**src/reset_watchdog_top_note_placeholder_unused.sv**
```systemverilog
// intentionally empty compilation unit
`timescale 1ns/1ps
`default_nettype none
`default_nettype wire

```
**src/reset_watchdog_pkg.sv**
```systemverilog
// constants, field layout and carriers for the reset and watchdog controller
package reset_watchdog_pkg;
   localparam int CLK_HZ            = 200_000_000;
   localparam int WDOSC_HZ          = 128_000;
   localparam int TICK_CYC          = CLK_HZ / WDOSC_HZ;
   localparam int STARTUP_BASE_US   = 4;
   localparam int STARTUP_BASE_CYC  = (STARTUP_BASE_US * CLK_HZ + 999_999) / 1_000_000;
   localparam int WD_CHANGE_CYC     = 4;
   localparam int WD_BASE_CYC       = 2048;
   localparam logic [3:0] WD_MAX_SEL = 4'h9;

   localparam int ADDR_W = 8;
   localparam logic [ADDR_W-1:0] OFF_WD_CTRL = 8'h00;
   localparam logic [ADDR_W-1:0] OFF_CAUSE   = 8'h04;
   localparam logic [ADDR_W-1:0] OFF_RESTART = 8'h08;
   localparam logic [ADDR_W-1:0] OFF_STATUS  = 8'h0c;

   localparam int WD_IF_BIT = 7;
   localparam int WD_IE_BIT = 6;
   localparam int WD_P3_BIT = 5;
   localparam int WD_CE_BIT = 4;
   localparam int WD_RE_BIT = 3;
   localparam int CAUSE_WD  = 3;
   localparam int CAUSE_BO  = 2;
   localparam int CAUSE_EXT = 1;
   localparam int CAUSE_POR = 0;
   localparam logic [3:0] CAUSE_RESET = 4'h1;

   localparam logic [1:0] RESP_OKAY   = 2'h0;
   localparam logic [1:0] RESP_SLVERR = 2'h2;

   typedef struct packed {
      logic [1:0] startupTime;
      logic [3:0] clockSource;
      logic       extResetDisable;
      logic       watchdogAlwaysOn;
      logic       brownoutEnable;
   } fuse_s;

   typedef struct packed {
      logic powerLow;
      logic brownoutLow;
      logic comparatorBandgapSelect;
      logic converterEnable;
   } analog_s;

   typedef enum logic [1:0] {HOLD, STRETCH, RUN} rst_state_e;
endpackage

```
**src/reset_watchdog_control.sv**
```systemverilog
// reset merging, start-up stretching and watchdog timer with an AXI4-Lite register slave
// What this block does
// - reset loads peripherals, then restart at vector
// - port reset acts at once without clock
// - fuse-selected delay stretches reset after sources
// - four causes: power, pin, watchdog, brown-out
// - low supply resets immediately, recovery starts delay
// - low reset pin resets clocklessly, rise starts delay
// - reset-disable fuse ignores the reset pin
// - enabled brown-out resets at once, delays release
// - watchdog reset is one-cycle pulse, delay after
// - bandgap on for brown-out, comparator or converter
// - watchdog counts slow ticks divided from the main clock
// - restart before timeout, else interrupt or reset
// - interrupt, reset, and interrupt-then-reset modes
// - watchdog interrupt wakes from any sleep
// - timeout selectable about 16 ms to 8 s
// - always-on fuse forces reset mode, locks bits
// - prescaler and reset-enable clear accepted only within four cycles
// - untimed clears or prescaler changes are refused
// - watchdog stays enabled across its own reset
// - reset-enable reads one while watchdog flag set
// - change-enable self-clears four cycles after set
// - prescaler code picks 2048 to 1048576 ticks
// - vector entry clears interrupt enable and flag
//
// The register addresses and the AXI4-Lite slave port were chosen for this implementation.
`timescale 1ns/1ps
`default_nettype none
module reset_watchdog_control #(
   parameter int STARTUP_BASE = reset_watchdog_pkg::STARTUP_BASE_CYC,
   parameter int WD_BASE      = reset_watchdog_pkg::WD_BASE_CYC,
   parameter int TICK_DIV     = reset_watchdog_pkg::TICK_CYC
) (
   input  wire logic                       clock,
   input  wire logic                       rst_b,
   input  wire reset_watchdog_pkg::fuse_s   fuses,
   input  wire reset_watchdog_pkg::analog_s analog,
   input  wire logic                       extResetPin_b,
   input  wire logic                       wdVectorTaken,
   input  wire logic                       awvalid,
   input  wire logic [7:0]                 awaddr,
   output logic                            awready,
   input  wire logic                       wvalid,
   input  wire logic [31:0]                wdata,
   input  wire logic [3:0]                 wstrb,
   output logic                            wready,
   output logic                            bvalid,
   output logic [1:0]                      bresp,
   input  wire logic                       bready,
   input  wire logic                       arvalid,
   input  wire logic [7:0]                 araddr,
   output logic                            arready,
   output logic                            rvalid,
   output logic [31:0]                     rdata,
   output logic [1:0]                      rresp,
   input  wire logic                       rready,
   output logic                            systemReset_b,
   output logic                            resetVectorStart,
   output logic                            wdResetPulse,
   output logic                            wdIrqWake,
   output logic                            bandgapEnable
);
   import reset_watchdog_pkg::*;

   logic        srcActive_b;
   logic        porRst_b;
   logic        srcMeta_reg;
   logic        srcSync_reg;
   rst_state_e  state_reg;
   logic [15:0] stretchCnt_reg;
   logic        systemReset_b_reg;
   logic        startPulse_reg;
   logic        wdPulse_reg;
   logic [10:0] tickCnt_reg;
   logic        wdTick_reg;
   logic [19:0] wdCnt_reg;
   logic        wdIrqFlag_reg;
   logic        wdIrqEn_reg;
   logic        wdResetEn_reg;
   logic        wdChange_reg;
   logic [2:0]  wdChangeCnt_reg;
   logic [3:0]  wdPrescale_reg;
   logic [3:0]  causeFlags_reg;
   logic        bandgap_reg;
   logic        wdIrq_reg;
   logic        awready_reg;
   logic        wready_reg;
   logic        bvalid_reg;
   logic [1:0]  bresp_reg;
   logic        arready_reg;
   logic        rvalid_reg;
   logic [31:0] rdata_reg;
   logic [1:0]  rresp_reg;
   logic [7:0]  wrAddr_reg;
   logic [31:0] wrData_reg;
   logic [3:0]  wrStrb_reg;
   logic        wrFire;
   logic        ctrlWrite;
   logic        causeWrite;
   logic        restart;
   logic        openSeq;
   logic        commitSeq;
   logic        wdeEff;
   logic        wdieEff;
   logic        wdRunning;
   logic        timeoutEvt;
   logic        wdFlagSet;
   logic        wdFire;
   logic [7:0]  ctrlView;
   logic [31:0] readWord;
   logic        readOk;
   logic [7:0]  d;

   function automatic logic [15:0] delayCycles(input fuse_s f);
      logic [2:0] sh;
      sh = {1'b0, f.startupTime} + {2'b00, f.clockSource[0]};
      return 16'(STARTUP_BASE) << sh;
   endfunction

   function automatic logic [19:0] wdLimit(input logic [3:0] sel);
      logic [3:0] s;
      s = (sel > WD_MAX_SEL) ? WD_MAX_SEL : sel;
      return 20'((21'(WD_BASE) << s) - 21'h1);
   endfunction

   // pin acts unclocked unless fused off
   assign srcActive_b = rst_b & ~analog.powerLow & (extResetPin_b | fuses.extResetDisable)
                        & ~(fuses.brownoutEnable & analog.brownoutLow);
   // watchdog set-up cleared only by port reset or low supply
   assign porRst_b = rst_b & ~analog.powerLow;

   // synchronous release of the merged source
   always_ff @(posedge clock or negedge srcActive_b) begin
      if (!srcActive_b) begin
         srcMeta_reg <= 1'b0;
         srcSync_reg <= 1'b0;
      end else begin
         srcMeta_reg <= 1'b1;
         srcSync_reg <= srcMeta_reg;
      end
   end

   // reset output drops asynchronously with the merged source, on a clock edge for the watchdog
   always_ff @(posedge clock or negedge srcActive_b) begin
      if (!srcActive_b) begin
         state_reg         <= HOLD;
         stretchCnt_reg    <= 16'h0;
         systemReset_b_reg <= 1'b0;
         startPulse_reg    <= 1'b0;
      end else begin
         startPulse_reg <= 1'b0;
         unique case (state_reg)
            HOLD: begin
               if (srcSync_reg && !wdPulse_reg) begin
                  stretchCnt_reg <= delayCycles(fuses);
                  state_reg      <= STRETCH;
               end
            end
            STRETCH: begin
               if (stretchCnt_reg <= 16'h1) begin
                  state_reg         <= RUN;
                  systemReset_b_reg <= 1'b1;
                  startPulse_reg    <= 1'b1;
               end else begin
                  stretchCnt_reg <= stretchCnt_reg - 16'h1;
               end
            end
            RUN: begin
               if (wdFire) begin
                  state_reg         <= HOLD;
                  systemReset_b_reg <= 1'b0;
               end
            end
         endcase
      end
   end

   always_ff @(posedge clock or negedge porRst_b) begin
      if (!porRst_b) begin
         wdPulse_reg <= 1'b0;
      end else begin
         wdPulse_reg <= wdFire;
      end
   end

   // slow oscillator tick from the main clock
   always_ff @(posedge clock or negedge porRst_b) begin
      if (!porRst_b) begin
         tickCnt_reg <= 11'h0;
         wdTick_reg  <= 1'b0;
      end else if (tickCnt_reg == 11'(TICK_DIV - 1)) begin
         tickCnt_reg <= 11'h0;
         wdTick_reg  <= 1'b1;
      end else begin
         tickCnt_reg <= tickCnt_reg + 11'h1;
         wdTick_reg  <= 1'b0;
      end
   end

   assign wdeEff    = wdResetEn_reg | causeFlags_reg[CAUSE_WD] | fuses.watchdogAlwaysOn;
   assign wdieEff   = wdIrqEn_reg & ~fuses.watchdogAlwaysOn;
   assign wdRunning = wdeEff | wdieEff;
   assign timeoutEvt = wdTick_reg & wdRunning & (wdCnt_reg == wdLimit(wdPrescale_reg));
   // interrupt first, reset if flag still pending
   assign wdFlagSet = timeoutEvt & wdieEff;
   assign wdFire    = timeoutEvt & wdeEff & (~wdieEff | wdIrqFlag_reg) & systemReset_b_reg;

   // restart or timeout clears the count
   always_ff @(posedge clock or negedge porRst_b) begin
      if (!porRst_b) begin
         wdCnt_reg <= 20'h0;
      end else if (!systemReset_b_reg || restart || !wdRunning || timeoutEvt) begin
         wdCnt_reg <= 20'h0;
      end else if (wdTick_reg) begin
         wdCnt_reg <= wdCnt_reg + 20'h1;
      end
   end

   assign d          = wrData_reg[7:0];
   assign wrFire     = !awready_reg && !wready_reg && !bvalid_reg;
   assign ctrlWrite  = wrFire && (wrAddr_reg == OFF_WD_CTRL) && wrStrb_reg[0];
   assign causeWrite = wrFire && (wrAddr_reg == OFF_CAUSE) && wrStrb_reg[0];
   assign restart    = wrFire && (wrAddr_reg == OFF_RESTART);
   // opening write carries change and reset enable
   assign openSeq    = ctrlWrite && d[WD_CE_BIT] && d[WD_RE_BIT];
   // second write inside the open window
   assign commitSeq  = ctrlWrite && wdChange_reg && !d[WD_CE_BIT];

   // change window closes four cycles after opening
   always_ff @(posedge clock or negedge porRst_b) begin
      if (!porRst_b) begin
         wdChange_reg    <= 1'b0;
         wdChangeCnt_reg <= 3'h0;
      end else if (openSeq) begin
         wdChange_reg    <= 1'b1;
         wdChangeCnt_reg <= 3'(WD_CHANGE_CYC - 1);
      end else if (commitSeq || (wdChange_reg && wdChangeCnt_reg == 3'h0)) begin
         wdChange_reg <= 1'b0;
      end else if (wdChange_reg) begin
         wdChangeCnt_reg <= wdChangeCnt_reg - 3'h1;
      end
   end

   // clearing and prescaler change only by commit
   always_ff @(posedge clock or negedge porRst_b) begin
      if (!porRst_b) begin
         wdResetEn_reg  <= 1'b0;
         wdPrescale_reg <= 4'h0;
      end else if (ctrlWrite) begin
         if (d[WD_RE_BIT]) begin
            wdResetEn_reg <= 1'b1;
         end else if (commitSeq && !causeFlags_reg[CAUSE_WD]) begin
            wdResetEn_reg <= 1'b0;
         end
         if (commitSeq) begin
            wdPrescale_reg <= {d[WD_P3_BIT], d[2:0]};
         end
      end
   end

   // vector entry clears interrupt enable, so reset mode remains only if enabled; a flag set wins over any clear
   always_ff @(posedge clock or negedge porRst_b) begin
      if (!porRst_b) begin
         wdIrqEn_reg   <= 1'b0;
         wdIrqFlag_reg <= 1'b0;
      end else begin
         if (ctrlWrite) begin
            wdIrqEn_reg <= d[WD_IE_BIT];
         end else if (wdVectorTaken) begin
            wdIrqEn_reg <= 1'b0;
         end
         if (wdFlagSet) begin
            wdIrqFlag_reg <= 1'b1;
         end else if ((ctrlWrite && d[WD_IF_BIT]) || wdVectorTaken) begin
            wdIrqFlag_reg <= 1'b0;
         end
      end
   end

   // cause flags: written zero clears, a new cause wins
   always_ff @(posedge clock or negedge porRst_b) begin
      if (!porRst_b) begin
         causeFlags_reg <= CAUSE_RESET;
      end else begin
         for (int i = 0; i < 4; i++) begin
            if (causeWrite && !d[i]) begin
               causeFlags_reg[i] <= 1'b0;
            end
         end
         if (!extResetPin_b && !fuses.extResetDisable) begin
            causeFlags_reg[CAUSE_EXT] <= 1'b1;
         end
         if (fuses.brownoutEnable && analog.brownoutLow) begin
            causeFlags_reg[CAUSE_BO] <= 1'b1;
         end
         if (wdFire) begin
            causeFlags_reg[CAUSE_WD] <= 1'b1;
         end
      end
   end

   // bandgap request and wake-capable interrupt level
   always_ff @(posedge clock or negedge porRst_b) begin
      if (!porRst_b) begin
         bandgap_reg <= 1'b0;
         wdIrq_reg   <= 1'b0;
      end else begin
         bandgap_reg <= fuses.brownoutEnable | analog.comparatorBandgapSelect
                        | analog.converterEnable;
         wdIrq_reg   <= wdIrqFlag_reg & wdieEff;
      end
   end

   assign ctrlView = {wdIrqFlag_reg, wdieEff, wdPrescale_reg[3], wdChange_reg,
                      wdeEff, wdPrescale_reg[2:0]};

   always_comb begin
      readOk   = 1'b1;
      readWord = 32'h0;
      unique case (araddr)
         OFF_WD_CTRL: readWord = {24'h0, ctrlView};
         OFF_CAUSE:   readWord = {28'h0, causeFlags_reg};
         OFF_RESTART: readWord = 32'h0;
         OFF_STATUS:  readWord = {29'h0, bandgap_reg, wdRunning, systemReset_b_reg};
         default:     readOk   = 1'b0;
      endcase
   end

   // write channels taken in either order, response after both
   always_ff @(posedge clock or negedge porRst_b) begin
      if (!porRst_b) begin
         awready_reg <= 1'b1;
         wready_reg  <= 1'b1;
         bvalid_reg  <= 1'b0;
         bresp_reg   <= RESP_OKAY;
         wrAddr_reg  <= 8'h0;
         wrData_reg  <= 32'h0;
         wrStrb_reg  <= 4'h0;
      end else begin
         if (awvalid && awready_reg) begin
            awready_reg <= 1'b0;
            wrAddr_reg  <= awaddr;
         end
         if (wvalid && wready_reg) begin
            wready_reg <= 1'b0;
            wrData_reg <= wdata;
            wrStrb_reg <= wstrb;
         end
         if (wrFire) begin
            bvalid_reg <= 1'b1;
            bresp_reg  <= (wrAddr_reg > OFF_STATUS || wrAddr_reg[1:0] != 2'h0)
                          ? RESP_SLVERR : RESP_OKAY;
         end else if (bvalid_reg && bready) begin
            bvalid_reg  <= 1'b0;
            awready_reg <= 1'b1;
            wready_reg  <= 1'b1;
         end
      end
   end

   always_ff @(posedge clock or negedge porRst_b) begin
      if (!porRst_b) begin
         arready_reg <= 1'b1;
         rvalid_reg  <= 1'b0;
         rdata_reg   <= 32'h0;
         rresp_reg   <= RESP_OKAY;
      end else if (arvalid && arready_reg) begin
         arready_reg <= 1'b0;
         rvalid_reg  <= 1'b1;
         rdata_reg   <= readWord;
         rresp_reg   <= readOk ? RESP_OKAY : RESP_SLVERR;
      end else if (rvalid_reg && rready) begin
         rvalid_reg  <= 1'b0;
         arready_reg <= 1'b1;
      end
   end

   assign awready          = awready_reg;
   assign wready           = wready_reg;
   assign bvalid           = bvalid_reg;
   assign bresp            = bresp_reg;
   assign arready          = arready_reg;
   assign rvalid           = rvalid_reg;
   assign rdata            = rdata_reg;
   assign rresp            = rresp_reg;
   assign systemReset_b    = systemReset_b_reg;
   assign resetVectorStart = startPulse_reg;
   assign wdResetPulse     = wdPulse_reg;
   assign wdIrqWake        = wdIrq_reg;
   assign bandgapEnable    = bandgap_reg;
endmodule
`default_nettype wire

```
**config.mk**
```make
export PLATFORM = sky130hd
export DESIGN_NAME = reset_watchdog_control
export DESIGN_NICKNAME = d
export VERILOG_FILES = /design/src/reset_watchdog_top_note_placeholder_unused.sv /design/src/reset_watchdog_pkg.sv /design/src/reset_watchdog_control.sv
export SDC_FILE = /design/constraint.sdc
export NUM_CORES = 1
export LEC_CHECK = 0
export BUFFER_PORTS_ARGS = -buffer_cell sky130_fd_sc_hd__clkbuf_2
export CAP_MARGIN = 20
export CORE_ASPECT_RATIO = 1.4
export CORE_MARGIN = 10
export CORE_UTILIZATION = 50
export CTS_CLUSTER_SIZE = 8
export DETAILED_ROUTE_END_ITERATION = 8
export GPL_TIMING_DRIVEN = 0
export HOLD_SLACK_MARGIN = 0.02
export PLACE_DENSITY_LB_ADDON = 0.3
export SLEW_MARGIN = 0
export SYNTH_ARGS = -nofsm -noshare
export SYNTH_HDL_FRONTEND = slang
export SYNTH_SLANG_ARGS = --single-unit
```
**constraint.sdc**
```tcl
create_clock -name clock -period 6.2 [get_ports clock]
set_clock_uncertainty 0.15 [all_clocks]
set_input_delay 0.31 -clock clock [delete_from_list [all_inputs] [get_ports clock]]
set_output_delay 0.31 -clock clock [all_outputs]
set_load 0.02 [all_outputs]
```
Word level (Yosys, flattened, before mapping):

Index checks and enable logic that the tools add are counted.

* add/sub/neg operators: 6
* order comparisons: 3
* equality and inequality tests: 14
* shift operators: 2
* multiplexer cells: 50
* bitwise logic cells: 23
* reduce and logical (&&, ||, !) cells: 71

Operators with widths (number)
* 20-bit 2-to-1 mux: 2
* 1-bit 2-to-1 mux: 32
* 16-bit 2-to-1 mux: 2
* 16-bit case mux with 2 select lines: 1
* 2-bit nonzero test: 14
* 1-bit logical AND: 26
* 8-bit by 4-bit equality test with 1-bit output, second input constant: 3
* 8-bit case mux with 3 select lines: 1
* 20-bit by 1-bit adder with 20-bit output, second input constant: 1
* 20-bit equality test: 1
* 12-bit by 4-bit left shift with 20-bit output, first input constant: 1
* 20-bit by 1-bit subtractor with 20-bit output, second input constant: 1
* 8-bit by 3-bit equality test with 1-bit output, second input constant: 2
* 16-bit by 1-bit <= comparator with 1-bit output, second input constant: 1
* 8-bit logical NOT: 2
* 10-bit by 3-bit left shift with 16-bit output, first input constant: 1
* 16-bit by 1-bit subtractor with 16-bit output, second input constant: 1
* 1-bit logical NOT: 14
* 1-bit AND: 12
* 11-bit by 1-bit adder with 11-bit output, second input constant: 1
* 11-bit equality test, second input constant: 1
* 11-bit 2-to-1 mux: 1
* 2-bit 2-to-1 mux: 5
* 2-bit inequality test, second input constant: 5
* other kinds (18): 38

* register bits after elaboration: 130
* input port bits: 74
* logic and storage cells: 202

Logic depth before layout (Yosys ltp):

* depth in word-level cells: 11
* mapped depth: 10

Least setup slack after synthesis:

OpenSTA, ideal clock, no wires.

* path type: register to register
* start point: reg wdPrescale_reg[3]
* end point: reg state_reg[0]
* arrival time: 2.896 ns
* data required time: 5.971 ns
* setup slack: 3.075 ns
* cell stages (with the launch flop): 10
* path buffers: 1
* clock period less this slack: 3.125 ns
* cells stage by stage: dfrtp_1 buf_4 or4b_2 ha_1 or3_1 a21oi_1 o21ai_0 a2111oi_4 o211a_1 mux2i_1

* cells in the longest elaborated chain, start to end: 11

Ends and longest elaborated chain
* start, declared: RTL line reset_watchdog_control.sv:83 `logic [3:0] wdPrescale_reg;`
* start signal, assigned: RTL line reset_watchdog_control.sv:257 `wdPrescale_reg <= {d[WD_P3_BIT], d[2:0]};`
* 4-bit greater-than comparator: RTL line reset_watchdog_control.sv:123 `s = (sel > WD_MAX_SEL) ? WD_MAX_SEL : sel;`
* 4-bit 2-to-1 mux *: RTL line reset_watchdog_control.sv:123
* 12-bit by 4-bit left shift with 20-bit output *: RTL line reset_watchdog_control.sv:124 `return 20'((21'(WD_BASE) << s) - 21'h1);`
* 20-bit by 1-bit subtractor with 20-bit output *: RTL line reset_watchdog_control.sv:124
* 20-bit equality test *: RTL line reset_watchdog_control.sv:204 `assign timeoutEvt = wdTick_reg & wdRunning & (wdCnt_reg == wdLimit(wdPrescale_reg));`
* 1-bit AND *: RTL line reset_watchdog_control.sv:204
* 1-bit AND * (3 in series): RTL line reset_watchdog_control.sv:207 `assign wdFire = timeoutEvt & wdeEff & (~wdieEff | wdIrqFlag_reg) & systemReset_b_reg;`
* named net wdFire: RTL line reset_watchdog_control.sv:109 `logic wdFire;`
* 2-bit inequality test (no line) *
* 3-bit AND reduction (no line) *
* end signal, assigned: RTL line reset_watchdog_control.sv:157 `state_reg <= STRETCH;`
* end signal, assigned: RTL line reset_watchdog_control.sv:162 `state_reg <= RUN;`
* end signal, assigned: RTL line reset_watchdog_control.sv:171 `state_reg <= HOLD;`
* end, declared: RTL line reset_watchdog_control.sv:70 `rst_state_e state_reg;`

The timed path passes the listed nets; every way through them passes the cells marked *.
A chain may end at the register's enable or synchronous reset.

Worst setup path after layout:

* start point: reg wdPrescale_reg[0]
* end point: reg state_reg[0]

The elaborated chain is that of the path after synthesis.

==> results by group <==
Drt
  – DR vias/cell: 5.455
  – Drt first pass iters: 4
  – DRT Wirelength: 12.44 mm
  – WL per Instance: 15.30 um
  – # DRC: 0
  – Initial DRC count: 177
  – Via Count: approximately 4,400
  – Post-DRT Antenna Nets: 0

Logic synthesis
  – Distinct cells, synth: 69
  – Most frequent cell after synthesis: dfrtp_1
  – Synth cell count leaders: dfrtp_1 (100), nor2_1 (56), nand2_1 (45), o21ai_0 (36), buf_4 (28)
  – FF+latch count, synth: roughly 100
  – Yosys warns: 0
  – Post-synth top area share: 0.4479
  – Netlist Area Pre-Place: roughly 0.0056 mm2
  – Synth Instances: 554
  – Syn_area_per_cell: 10.08 um2
  – EDFF count, synth: 0
  – Most used flip-flop cell after synthesis: dfrtp_1
  – Post-synthesis cell type with the largest combined area: dfrtp_1
  – Sequential area share after synthesis: 0.4667
  – Ranking of synthesized cells by area: dfrtp_1 (45%), mux2_2 (4.2%), ha_1 (4.0%)
  – Async SR Flop Fraction: 1.000

Placement
  – Post-DP HPWL: between 9 and 10 mm
  – Dpl cell area: a little over 0.006 mm2
  – Final GP Congestion: between 0.9 and 1
  – Post-place setup slack: approximately 2.8 ns
  – I/O Buffers: 61

CTS
  – Count of cells resized by post-cts repair: 0
  – Clock Path Buffers: 2
  – Clk Latency, worst-skew pair: 0.35 ns
  – Htree depth: 3
  – TritonCTS clock tree: built
  – Clock transition at the registers of the reported paths: 0.06 ns
  – CTS Sinks: ~100
  – Root buf cell: clkbuf_16
  – CTS buffer count: 9

Die
  – Starting Density: 0.5141
  – Ports: 120
  – DIE WIDTH: 109.3 um
  – Die H: 145.1 um
  – Core area: about 0.011 mm2
  – Die ar.: 0.01586 mm2
  – Row cnt: 45

Timing
  – Slew headroom: 0.4152
  – Worst Tran Pin Value: 0.8743 ns
  – # setup viols final: 0
  – Slew Limit Fails: 0
  – Min Tclk post-route: 3.491 ns
  – Sum of negative setup slack: 0 ns
  – Fmax: 286.4 MHz
  – Final period util: 0.5631
  – Final hold violation count: 0
  – Setup WS post-layout: 2.709 ns
  – RSZ-0062 raised after global routing: no

Hold path
  – Hold WC Path Type: in -> reg
  – Hold path start: rready

Finish
  – Cell area after layout: between 0.006 and 0.007 mm2
  – Fill cell count: 933
  – Fraction of layout cells with a size suffix above 1: 0.2277
  – Finished Core Util: 0.6099
  – Max FFs per register: 20
  – Area Overhead vs Synth: 18.63%
  – Fin nets: 760
  – Inserted Diodes: 0

Worst setup path
  – Crit path max-delay family: compound AO/OA/AOI/OAI gates
  – CP Class: reg -> reg
  – Worst setup SP type: flip-flop
  – Crit path from: wdPrescale_reg[0]$_DFFE_PN0P_
  – Max stage delay cell, worst path: or4b_2
  – Data arrival time of the worst path: roughly 3.6 ns
  – Worst r2r src: wdPrescale_reg[0]$_DFFE_PN0P_
  – CP peak stage delay: about 0.63 ns
  – WP buf/inv: 1
  – CP cell instances: clkbuf_1 -> or4b_2 -> ha_1 -> or3_1 -> a21oi_1 -> o21ai_0 -> a2111oi_4 -> o211a_1 -> mux2i_1
  – Req. time, crit path: 6.32 ns
  – Crit end category: flip-flop
  – CP Max Fanout: 10

Pwr
  – Worst IR drop on VDD: 134.2 uV
  – Internal Power: 1.160 mW
  – Seq pwr share: 0.516
  – Net Sw Frac: 0.2655
  – Overall Power: 1.579 mW
  – Clk pwr share: 0.326
  – P per Cell Area: ~240 mW/mm2
  – Comb pwr share: 0.159
  – Leak: 2.960 nW
  – NetSw: 0.4191 mW

Run status
  – Status: completed

GRT
  – Vias in the first global route: 4,492
  – Largest net degree at the start of global routing: 34
  – Global-route wire length before repair: 20.73 mm
  – Antenna violations before repair: 0
  – Gr ovfl total: 0
  – GRT Resource Usage Total: 0.1593

Flow run
  – Max Cap Viol: 0
## routing by layer
| layer | track usage | part of all wire | up-vias |
|---|---|---|---|
| li1 | - | - | 2125 |
| met4 | 0.06397 | 0.021 | 0 |
| met3 | 0.03718 | 0.057 | 20 |
| met2 | 0.2893 | 0.54 | 121 |
| met5 | 0 | 0 | - |
| met1 | 0.1682 | 0.38 | 2169 |
## kinds of logic after synthesis
kind of cell / synth area share
and+or+nand+nor: 0.1789
AOI/OAI and AO/OA: 0.1317
DFF: 0.4667
buffers and inverters: 0.07077
xor gates and xnor gates: 0.05173
muxes: 0.05846
adders and majority gates: 0.04031
other: 0.001344
## worst paths after layout
path,slack [ns],end,cells past startpoint
setup / recovery,2.71,state_reg[0]$_DFFE_PN0P_,9
hold / removal,0.02,arready$_DFFE_PN1P_,3
setup reg to reg,2.71,state_reg[0]$_DFFE_PN0P_,9
hold reg to reg,0.20,srcSync_reg$_DFF_PN0_,0
max in group asynchronous,3.96,stretchCnt_reg[10]$_DFFE_PN0P_,7
min in group asynchronous,0.51,awready$_DFF_PN1_,3
## power by group through the flow
stage | logic [mW] | clock network (mW) | registers (mW)
floorplan | 0.161 | 0 | 0.831
global placement | 0.232 | 0 | 0.823
detailed placement | 0.245 | 0 | 0.826
CTS | 0.252 | 0.522 | 0.814
global route | 0.277 | 0.549 | 0.826
finish | 0.250 | 0.514 | 0.814
## through the flow
| step | hold slack, ns | std cells |
|---|---|---|
| after global routing | 0.04608 | 813 |
| after floorplan | 0.1812 | 579 |
| after CTS | 0.02468 | 813 |
| final | 0.02323 | 813 |
| after detailed placement | 0.1920 | 784 |
| after global placement | 0.1866 | 781 |
## worst min-delay path, cell delays in order
cell	delay, ns
clkbuf_2	0.08
nand2_1	0.05
mux2i_1	0.07
## final cells by class
cell class                      count  area [um2]  area share
Timing Repair Buffer               78       500.5     0.07551
Buffer                             41       294.0     0.04436
Clock inverter                      1       5.005   0.0007551
Clock buffer                       14       254.0     0.03832
Multi-Input combinational cell    407        2689      0.4057
Tap cell                          141       176.4     0.02662
Inverter                           27       101.3     0.01529
Sequential cell                   104        2608      0.3934
## layout by cell type (no fill, tap or decap), types with 8 or more instances in the layout
master	instances
mux2i_1	9
nand2_1	45
clkbuf_1	12
o21ai_0	36
xnor2_1	22
xor2_1	11
ha_1	18
dlygate4sd3_1	14
nor2_1	56
conb_1	27
a21oi_1	11
inv_1	27
nand3_1	14
dfrtp_1	100
clkbuf_2	61
clkbuf_16	9
buf_4	28
nor3_1	16
mux2_2	21
nand2b_1	8
## repair_timing
action / in CTS / in global routing
hold endpoints to repair: 34 / 0
hold buffers: 14 / 0
setup buffers: 0 / 0
Power figures use the tool's default switching activity.
